===== config.mk =====
export PLATFORM = sky130hd
export DESIGN_NAME = pll_clock_divider_bank
export DESIGN_NICKNAME = d
export VERILOG_FILES = /design/src/design/clk_ratio_divider.v /design/src/design/pll_clock_divider_bank.v
export VERILOG_INCLUDE_DIRS = /design/src /design/src/include
export SDC_FILE = /design/constraint.sdc
export NUM_CORES = 1
export LEC_CHECK = 0
export ABC_AREA = 1
export BUFFER_PORTS_ARGS = -buffer_cell sky130_fd_sc_hd__buf_2
export CORE_MARGIN = 5
export CORE_UTILIZATION = 55
export CTS_CLUSTER_SIZE = 25
export DETAILED_ROUTE_END_ITERATION = 16
export PLACE_DENSITY_LB_ADDON = 0.1
export SYNTH_ARGS = -nofsm -noshare
export SYNTH_HDL_FRONTEND = slang
export SYNTH_SLANG_ARGS = --single-unit

===== constraint.sdc =====
create_clock -name clk_sys_i -period 2.67 [get_ports clk_sys_i]
set_input_delay 0.801 -clock clk_sys_i [delete_from_list [all_inputs] [get_ports clk_sys_i]]
set_output_delay 0.801 -clock clk_sys_i [all_outputs]
set_load 0.02 [all_outputs]

===== src/include/clkdiv_defines.vh =====
// Function
// Four dividers, one shared register layout
// Enable bit 15 gates divider, reset on
// Ratio field value plus one divides
// Reset ratios /1, /1, /2, /2
// Software keeps second ratio twice first
// Reserved bits read zero, ignore writes
// Aux divider register independent of chain
// Aux clock from reference, not PLL
// Aux enable bit 15, set after reset
// Aux ratio resets to divide-by-8
// Aux ratio uses value-plus-one encoding
// PLL enable selects PLL or reference source
// Software never disables first two post-scalers
`ifndef CLKDIV_DEFINES_VH
`define CLKDIV_DEFINES_VH

// Register byte addresses
`define ADDR_PLL_CONTROL       32'h01B7C100
`define ADDR_PRESCALER_DIV     32'h01B7C114
`define ADDR_POST_DIV_ONE      32'h01B7C118
`define ADDR_POST_DIV_TWO      32'h01B7C11C
`define ADDR_POST_DIV_THREE    32'h01B7C120
`define ADDR_OSC_DIV           32'h01B7C124

// Field layout
`define DIV_EN_BIT             15
`define DIV_RATIO_MSB          4
`define DIV_RATIO_LSB          0
`define PLL_EN_BIT             0

// Reset values
`define RST_DIV_EN             1'h1
`define RST_PRESCALER_RATIO    5'h00
`define RST_POST_ONE_RATIO     5'h00
`define RST_POST_TWO_RATIO     5'h01
`define RST_POST_THREE_RATIO   5'h01
`define RST_OSC_RATIO          5'h07
`define RST_PLL_EN             1'h0

// Bus encodings
`define HTRANS_NONSEQ_BIT      1
`define HRESP_OKAY             1'h0
`define WORD_ZERO              32'h00000000
`define RATIO_ZERO             5'h00

`endif


===== src/design/clk_ratio_divider.v =====
`timescale 1ns/100ps
`include "clkdiv_defines.vh"

// Divides a stream of source ticks by ratio plus one
module clk_ratio_divider (
    // Clock and reset
    input  wire       clk_sys_i,
    input  wire       rst_b_i,
    // Control
    input  wire       enable_i,
    input  wire [4:0] ratio_i,
    // Source and result
    input  wire       src_tick_i,
    output wire       div_tick_o
);

    reg [4:0] count_q;
    reg [4:0] count_d;
    reg       tick_q;
    reg       tick_d;

    // Count source ticks; one output pulse per ratio+1 ticks
    always @* begin
        count_d = count_q;
        tick_d  = 1'b0;
        if (!enable_i) begin
            count_d = `RATIO_ZERO;
        end else if (src_tick_i) begin
            tick_d = (count_q == `RATIO_ZERO);
            // Ratio shrinking below count restarts cleanly, no long runaway period
            if (count_q >= ratio_i) begin
                count_d = `RATIO_ZERO;
            end else begin
                count_d = count_q + 5'h01;
            end
        end
    end

    always @(posedge clk_sys_i) begin
        if (!rst_b_i) begin
            count_q <= `RATIO_ZERO;
            tick_q  <= 1'b0;
        end else begin
            count_q <= count_d;
            tick_q  <= tick_d;
        end
    end

    assign div_tick_o = tick_q;

endmodule


===== src/design/pll_clock_divider_bank.v =====
`timescale 1ns/100ps
`include "clkdiv_defines.vh"

// Divider bank around the PLL, configured over AHB-Lite
module pll_clock_divider_bank (
    // Clock and reset
    input  wire        clk_sys_i,
    input  wire        rst_b_i,
    // AHB-Lite slave
    input  wire        hsel_i,
    input  wire [31:0] haddr_i,
    input  wire [1:0]  htrans_i,
    input  wire        hwrite_i,
    input  wire [2:0]  hsize_i,
    input  wire [31:0] hwdata_i,
    input  wire        hready_i,
    output wire [31:0] hrdata_o,
    output wire        hreadyout_o,
    output wire        hresp_o,
    // PLL side
    input  wire        pll_out_tick_i,
    output wire        pll_ref_tick_o,
    output wire        pll_enable_o,
    // Divided clock enables
    output wire        system_clock_one_o,
    output wire        system_clock_two_o,
    output wire        system_clock_three_o,
    output wire        aux_clock_output_o
);

    // One-hot bus states
    localparam [2:0] ST_IDLE  = 3'b001;
    localparam [2:0] ST_WRITE = 3'b010;
    localparam [2:0] ST_READ  = 3'b100;

    reg [2:0]  state_q;
    reg [2:0]  state_d;
    reg [31:0] addr_q;
    reg [31:0] hrdata_q;
    reg [31:0] rd_word;

    // Divider fields: index 0 prescaler, 1..3 post-scalers, 4 aux
    reg        div_en_q [0:4];
    reg [4:0]  div_ratio_q [0:4];
    reg        pll_en_q;
    integer    i;

    wire       addr_phase;
    wire       post_src;
    wire [4:0] div_tick;

    // Reserved bits come back as zero
    function [31:0] pack_div;
        input       en;
        input [4:0] ratio;
        begin
            pack_div = `WORD_ZERO;
            pack_div[`DIV_EN_BIT] = en;
            pack_div[`DIV_RATIO_MSB:`DIV_RATIO_LSB] = ratio;
        end
    endfunction

    // Map a byte address to divider index, 7 when none
    function [2:0] div_index;
        input [31:0] addr;
        begin
            case (addr)
                `ADDR_PRESCALER_DIV:  div_index = 3'h0;
                `ADDR_POST_DIV_ONE:   div_index = 3'h1;
                `ADDR_POST_DIV_TWO:   div_index = 3'h2;
                `ADDR_POST_DIV_THREE: div_index = 3'h3;
                `ADDR_OSC_DIV:        div_index = 3'h4;
                default:              div_index = 3'h7;
            endcase
        end
    endfunction

    assign addr_phase = hsel_i && hready_i && htrans_i[`HTRANS_NONSEQ_BIT];

    // Bus sequencing; reads take one wait state so data leaves a flip-flop
    always @* begin
        state_d = ST_IDLE;
        case (state_q)
            ST_READ: begin
                state_d = ST_IDLE;
            end
            ST_IDLE, ST_WRITE: begin
                if (addr_phase) begin
                    state_d = hwrite_i ? ST_WRITE : ST_READ;
                end
            end
            default: begin
                state_d = ST_IDLE;
            end
        endcase
    end

    // Read multiplexer
    always @* begin
        rd_word = `WORD_ZERO;
        if (addr_q == `ADDR_PLL_CONTROL) begin
            rd_word[`PLL_EN_BIT] = pll_en_q;
        end else if (div_index(addr_q) != 3'h7) begin
            rd_word = pack_div(div_en_q[div_index(addr_q)],
                               div_ratio_q[div_index(addr_q)]);
        end
    end

    // Bus state, address capture and read data
    always @(posedge clk_sys_i) begin
        if (!rst_b_i) begin
            state_q  <= ST_IDLE;
            addr_q   <= `WORD_ZERO;
            hrdata_q <= `WORD_ZERO;
        end else begin
            state_q <= state_d;
            if (addr_phase && (state_q != ST_READ)) begin
                addr_q <= haddr_i;
            end
            if (state_q == ST_READ) begin
                hrdata_q <= rd_word;
            end
        end
    end

    // Control registers; writes land in the data phase
    always @(posedge clk_sys_i) begin
        if (!rst_b_i) begin
            for (i = 0; i < 5; i = i + 1) begin
                div_en_q[i] <= `RST_DIV_EN;
            end
            div_ratio_q[0] <= `RST_PRESCALER_RATIO;
            div_ratio_q[1] <= `RST_POST_ONE_RATIO;
            div_ratio_q[2] <= `RST_POST_TWO_RATIO;
            div_ratio_q[3] <= `RST_POST_THREE_RATIO;
            div_ratio_q[4] <= `RST_OSC_RATIO;
            pll_en_q       <= `RST_PLL_EN;
        end else if (state_q == ST_WRITE) begin
            if (addr_q == `ADDR_PLL_CONTROL) begin
                pll_en_q <= hwdata_i[`PLL_EN_BIT];
            end
            for (i = 0; i < 5; i = i + 1) begin
                if (div_index(addr_q) == i[2:0]) begin
                    // Only bit 15 and bits 4:0 are stored
                    div_en_q[i]    <= hwdata_i[`DIV_EN_BIT];
                    div_ratio_q[i] <= hwdata_i[`DIV_RATIO_MSB:`DIV_RATIO_LSB];
                end
            end
        end
    end

    // Post-scalers count PLL ticks, or reference cycles in bypass
    assign post_src = pll_en_q ? pll_out_tick_i : 1'b1;

    // Prescaler runs from the reference; its output feeds the PLL
    clk_ratio_divider u_prescaler (
        .clk_sys_i  (clk_sys_i),
        .rst_b_i    (rst_b_i),
        .enable_i   (div_en_q[0] && pll_en_q),
        .ratio_i    (div_ratio_q[0]),
        .src_tick_i (1'b1),
        .div_tick_o (div_tick[0])
    );

    clk_ratio_divider u_post_one (
        .clk_sys_i  (clk_sys_i),
        .rst_b_i    (rst_b_i),
        .enable_i   (div_en_q[1]),
        .ratio_i    (div_ratio_q[1]),
        .src_tick_i (post_src),
        .div_tick_o (div_tick[1])
    );

    clk_ratio_divider u_post_two (
        .clk_sys_i  (clk_sys_i),
        .rst_b_i    (rst_b_i),
        .enable_i   (div_en_q[2]),
        .ratio_i    (div_ratio_q[2]),
        .src_tick_i (post_src),
        .div_tick_o (div_tick[2])
    );

    clk_ratio_divider u_post_three (
        .clk_sys_i  (clk_sys_i),
        .rst_b_i    (rst_b_i),
        .enable_i   (div_en_q[3]),
        .ratio_i    (div_ratio_q[3]),
        .src_tick_i (post_src),
        .div_tick_o (div_tick[3])
    );

    // Aux divider never sees the PLL, enabled or not
    clk_ratio_divider u_aux (
        .clk_sys_i  (clk_sys_i),
        .rst_b_i    (rst_b_i),
        .enable_i   (div_en_q[4]),
        .ratio_i    (div_ratio_q[4]),
        .src_tick_i (1'b1),
        .div_tick_o (div_tick[4])
    );

    // Outputs
    assign hrdata_o             = hrdata_q;
    assign hreadyout_o          = (state_q != ST_READ);
    assign hresp_o              = `HRESP_OKAY;
    assign pll_ref_tick_o       = div_tick[0];
    assign pll_enable_o         = pll_en_q;
    assign system_clock_one_o   = div_tick[1];
    assign system_clock_two_o   = div_tick[2];
    assign system_clock_three_o = div_tick[3];
    assign aux_clock_output_o   = div_tick[4];

endmodule


* Word-level counts from Yosys, hierarchy flattened
Memory sizes are Yosys's and may differ from the RTL's.
Index checks and enable logic that the tools add are counted.
Widths: inputs -> output; s select.
** Word-level totals
- Flip-flop bits (word level) :: 98
- Bits in writable memories :: 30
- Input port bits :: 75
- Output and inout port bits :: 40
- Logic and storage cells :: 122
- Memories :: 2
** Cells by class
- Add/subtract/negate cells :: 5
- Order comparisons :: 5
- Eq/ne operators :: 15
- Mux-type cells :: 45
- Bitwise gates (word level) :: 13
- Reduce and logical (&&, ||, !) cells :: 23
** Memory list
- div_ratio_q :: words 5, width 5, rd ports 6, clocked after memory_dff 0, write ports 5, line pll_clock_divider_bank.v:44 : reg [4:0] div_ratio_q [0:4];
- div_en_q :: words 5, width 1, rd ports 6, clocked after memory_dff 0, write ports 5, line pll_clock_divider_bank.v:43 : reg div_en_q [0:4];
** Operator list (number)
- $eq 32x25->1 const B :: 6
- $mux 5 :: 8
- $mux 31 :: 1
- $mux 1 :: 28
- $add 5x1->5 const B :: 5
- $ge 5x5->1 :: 5
- $logic_not 5->1 :: 5
- $mux 3 :: 6
- $mux 16 :: 1
- $pmux 3 s5 :: 1
- $reduce_and 2->1 :: 6
- $reduce_and 3->1 :: 4
- $or 1x1->1 :: 10
- $eq 3x2->1 const B :: 3
- $eq 3x1->1 const B :: 2
- $eq 3x3->1 const B :: 2
- $ne 3x3->1 const B :: 2
- $reduce_or 3->1 :: 2
- $logic_and 1x1->1 :: 4
- $logic_not 3->1 :: 1
- $not 1->1 :: 3
- $reduce_or 2->1 :: 1

* Logic depth before layout (Yosys ltp)
- Depth after elaboration :: 10
- Gate-level depth with buffers :: 15
- Mapped depth without buffers :: 15

* Cells and area by module
A second synthesis with hierarchy kept.
** Second synthesis, totals
- Cells, all modules :: 715
- Area, all modules :: 5499.0 µm²
** Modules (own cells, without submodules)
- pll_clock_divider_bank :: times used 1, cells each 420, area an instance 3415.8 µm², seq. area each 1741.7 µm²
- clk_ratio_divider :: times used 5, cells each 59, area an instance 416.6 µm², seq. area each 120.1 µm²

* Worst setup path before layout
OpenSTA, ideal clock, no wires.
- Path type :: input-to-reg
- From :: input port rst_b_i
- To :: memory div_en_q[3], enable pin
- Library setup time :: 0.380 ns
- Arrival time :: 1.857 ns
- Required time :: 2.290 ns
- Setup slack :: 0.434 ns
- Cell stages on the path :: 5
- Buffers on the path :: 1
- Path through :: clkbuf_1 nand2_1 inv_1 nand2_4 o31ai_1
** RTL lines
- from (decl) :: line pll_clock_divider_bank.v:8 : input wire rst_b_i,
- to (decl) :: line pll_clock_divider_bank.v:43

* Final worst setup path
- From :: register state_q[2]
- To :: output port hreadyout_o
** Between the ends
- Cells in the longest elaborated chain, start to end :: 1
** RTL lines
- from (decl) :: line pll_clock_divider_bank.v:36 : reg [2:0] state_q;
- from (signal assigned) :: line pll_clock_divider_bank.v:116 : state_q <= state_d;
- $ne 3x3->1 :: line pll_clock_divider_bank.v:204 : assign hreadyout_o = (state_q != ST_READ);
- to (decl) :: line pll_clock_divider_bank.v:18 : output wire hreadyout_o,
No other way between the ends.

==> impl_metrics.toml <==
[synth]
yosysSeqAreaShare = 0.441
yosys_warnings = 0
ys_ff_latch = 102
synth_edf_count = 30
yosys.area_share.simple = 0.217
synth-xor-area-share = 0.0231
synth_ff_type = "dfxtp_1"
synth_cell_types = 34
synth_compound_area_frac = 0.117
synth_top_family_by_area = "simple AND/OR/NAND/NOR gates"
synthMuxAreaShare = 0
syn-cell-area_um2 = 5310
synthArstFlopShare = 0
synth_fa_ha_area_frac = 0.0825
synth.avg_cell_area_um2 = 8.11
synthCells = 655

[pwr]
peakVddDrop_v = 0.000284
power_density_nw_per_um2 = 525
leakagePower_nw = 2.73
finalPower_mw = 3.10

[cts]
hold_buffers = 0
clockRootBuffer = "clkbuf_8"
htree_levels = 3
numCtsBuffers = 9
cts_tree = "built"
post_cts_resized = 0
cts.reportedPaths.clkPinSlew_ns = 0.09
clkLatencyLatePin_ns = 0.36
cts_sinks = 102
cts_max_path_buffers = 2
post_cts_buffers = 0

[route]
wl_per_cell_um = 12.6
routed_wl_mm = 10.7
drt_pass1_iterations = 7
drtAntennaViolNets = 0
vias = 4145
avgViaCountPerCell = 4.87
drt_iter0_markers = 175
drc = 0

[sta]
drv_slew = 0
timing.clock.skew_ns = 0.0143
rsz0062_at_grt = "false"
hold_viol = 0
fmax_mhz = 426
finalSetupViolCount = 0
tns_ns = 0
min_period_ns = 2.35
fin_crit_sh = 0.878

[place]
portBuffers = 57
hpwl_mm = 8.45
routabilityCongestion = 0.842

[layout]
syn2layout_area_growth_pct = 11.1
drive_gt1_frac = 0.172
fin_nets = 827
layout_common_cells = "90 x nand2_1, 89 x inv_1, 81 x nor2_1"
final_common_cell = "nand2_1"
diodes = 0

[grt]
use_met3 = 0.0460
global_route.usage.met1 = 0.231
antenna_found_initial = 0
grt_pass1_wl_mm = 17.6
grt_max_degree = 46
grt.met2_usage = 0.331
grt_usage = 0.188
grt_overflow_total = 0
grt-busiest-layer = "met2"
grt_pass1_vias = 4010

[critical_path]
crit_fanout = 7
critical_path_class = "register to output port"
critPathArrivalTime_ns = 1.54
critical_path_required_ns = 1.87
startpoint_type = "register"
end_kind = "output port"

[floorplanning]
die_y_um = 108
start_util = 0.569
die_w_um = 108
io_pins = 115
num_rows = 35
die_area_um2 = 11700
coreArea_um2 = 9330

[min_path]
hold_path.class = "register to register"

[flow_run]
cap_violations = 0

[status]
status = "completed"
==> path summary, 6_finish.rpt <==
kind	slack, ns	start	depth (start not counted)	end
worst min-delay path	0.46	addr_q[26]$_SDFFE_PN0P_	2	addr_q[26]$_SDFFE_PN0P_
worst max register to register	0.44	addr_q[21]$_SDFFE_PN0P_	13	div_ratio_q[3][3]$_DFFE_PP_
worst max-delay path	0.32	state_q[2]$_SDFF_PN0_	4	hreadyout_o
worst min register to register	0.46	addr_q[26]$_SDFFE_PN0P_	2	addr_q[26]$_SDFFE_PN0P_
==> area by class of cell <==
| type | count | area, um2 |
|---|---|---|
| clock buffers | 11 | 141 |
| clock inverters | 5 | 80.1 |
| flip-flops and latches | 102 | 2340 |
| repair buffers | 65 | 358 |
| well taps | 129 | 161 |
| multi-input cells | 438 | 2440 |
| fillers | 859 | 3430 |
| inverters | 101 | 380 |
==> routing by layer <==
layer | share of wire | vias to the layer above
met5 | 0 | -
met4 | 0.016 | 0
met3 | 0.057 | 15
met2 | 0.49 | 99
met1 | 0.44 | 1866
li1 | - | 2165
==> critical path, stage by stage, from the launching register on <==
cell,delay (ns)
dfxtp_1,0.37
inv_1,0.06
nor3_2,0.31
inv_1,0.24
buf_2,0.21
==> power breakdown <==
group | switching (mW) | internal (mW) | total [mW]
logic | 0.212 | 0.133 | 0.345
clock network | 0.505 | 0.555 | 1.06
registers | 0.0424 | 1.65 | 1.70
total | 0.759 | 2.34 | 3.10
==> cells in the mapped netlist (all sizes together), types with 4 or more instances <==
master    n  area, um2
nand4     6       37.5
clkbuf   11       41.3
nor3     10       50.1
o21a     14        105
inv     100        375
ha       35        438
xor2     10       87.6
a21oi    37        185
buf      29        210
o21ai    56        280
edfxtp   30        901
nor2     97        444
dfxtp    72       1440
xnor2     4       35.0
nand2   103        439
nand3    26        140
==> state kept, by name (all words and copies together), names as in the netlist <==
| register | count |
|---|---|
| u_post_three.div_tick_o | 1 |
| u_prescaler.count_q | 5 |
| u_prescaler.div_tick_o | 1 |
| hrdata_o | 6 |
| addr_q | 32 |
| div_ratio_q | 25 |
| u_aux.count_q | 5 |
| u_post_two.div_tick_o | 1 |
| state_q | 3 |
| u_post_three.count_q | 5 |
| u_post_two.count_q | 5 |
| pll_enable_o | 1 |
| u_post_one.div_tick_o | 1 |
| div_en_q | 5 |
| u_post_one.count_q | 5 |
| u_aux.div_tick_o | 1 |
==> cell families (layout without fill, tap and decap cells) <==
| group | count (synthesis) | count (layout) |
|---|---|---|
| flops | 102 | 102 |
| fa+ha+maj | 35 | 35 |
| simple gates | 248 | 248 |
| xor+xnor | 14 | 14 |
| other cells | 1 | 27 |
| compound gates | 114 | 114 |
| buf+inv | 141 | 182 |
==> metrics by stage <==
stage	instances	setup WS (ns)	hold WS [ns]	cell area, um2	utilization
after floorplan	681	0.434	0.430	5410	-
after global placement	835	0.493	0.445	5680	0.608
after detailed placement	835	0.465	0.453	5680	0.608
after CTS	851	0.102	0.466	5900	0.632
after global routing	851	0.238	0.483	5900	0.633
final	851	0.325	0.463	5900	0.633
Power figures use the tool's default switching activity.
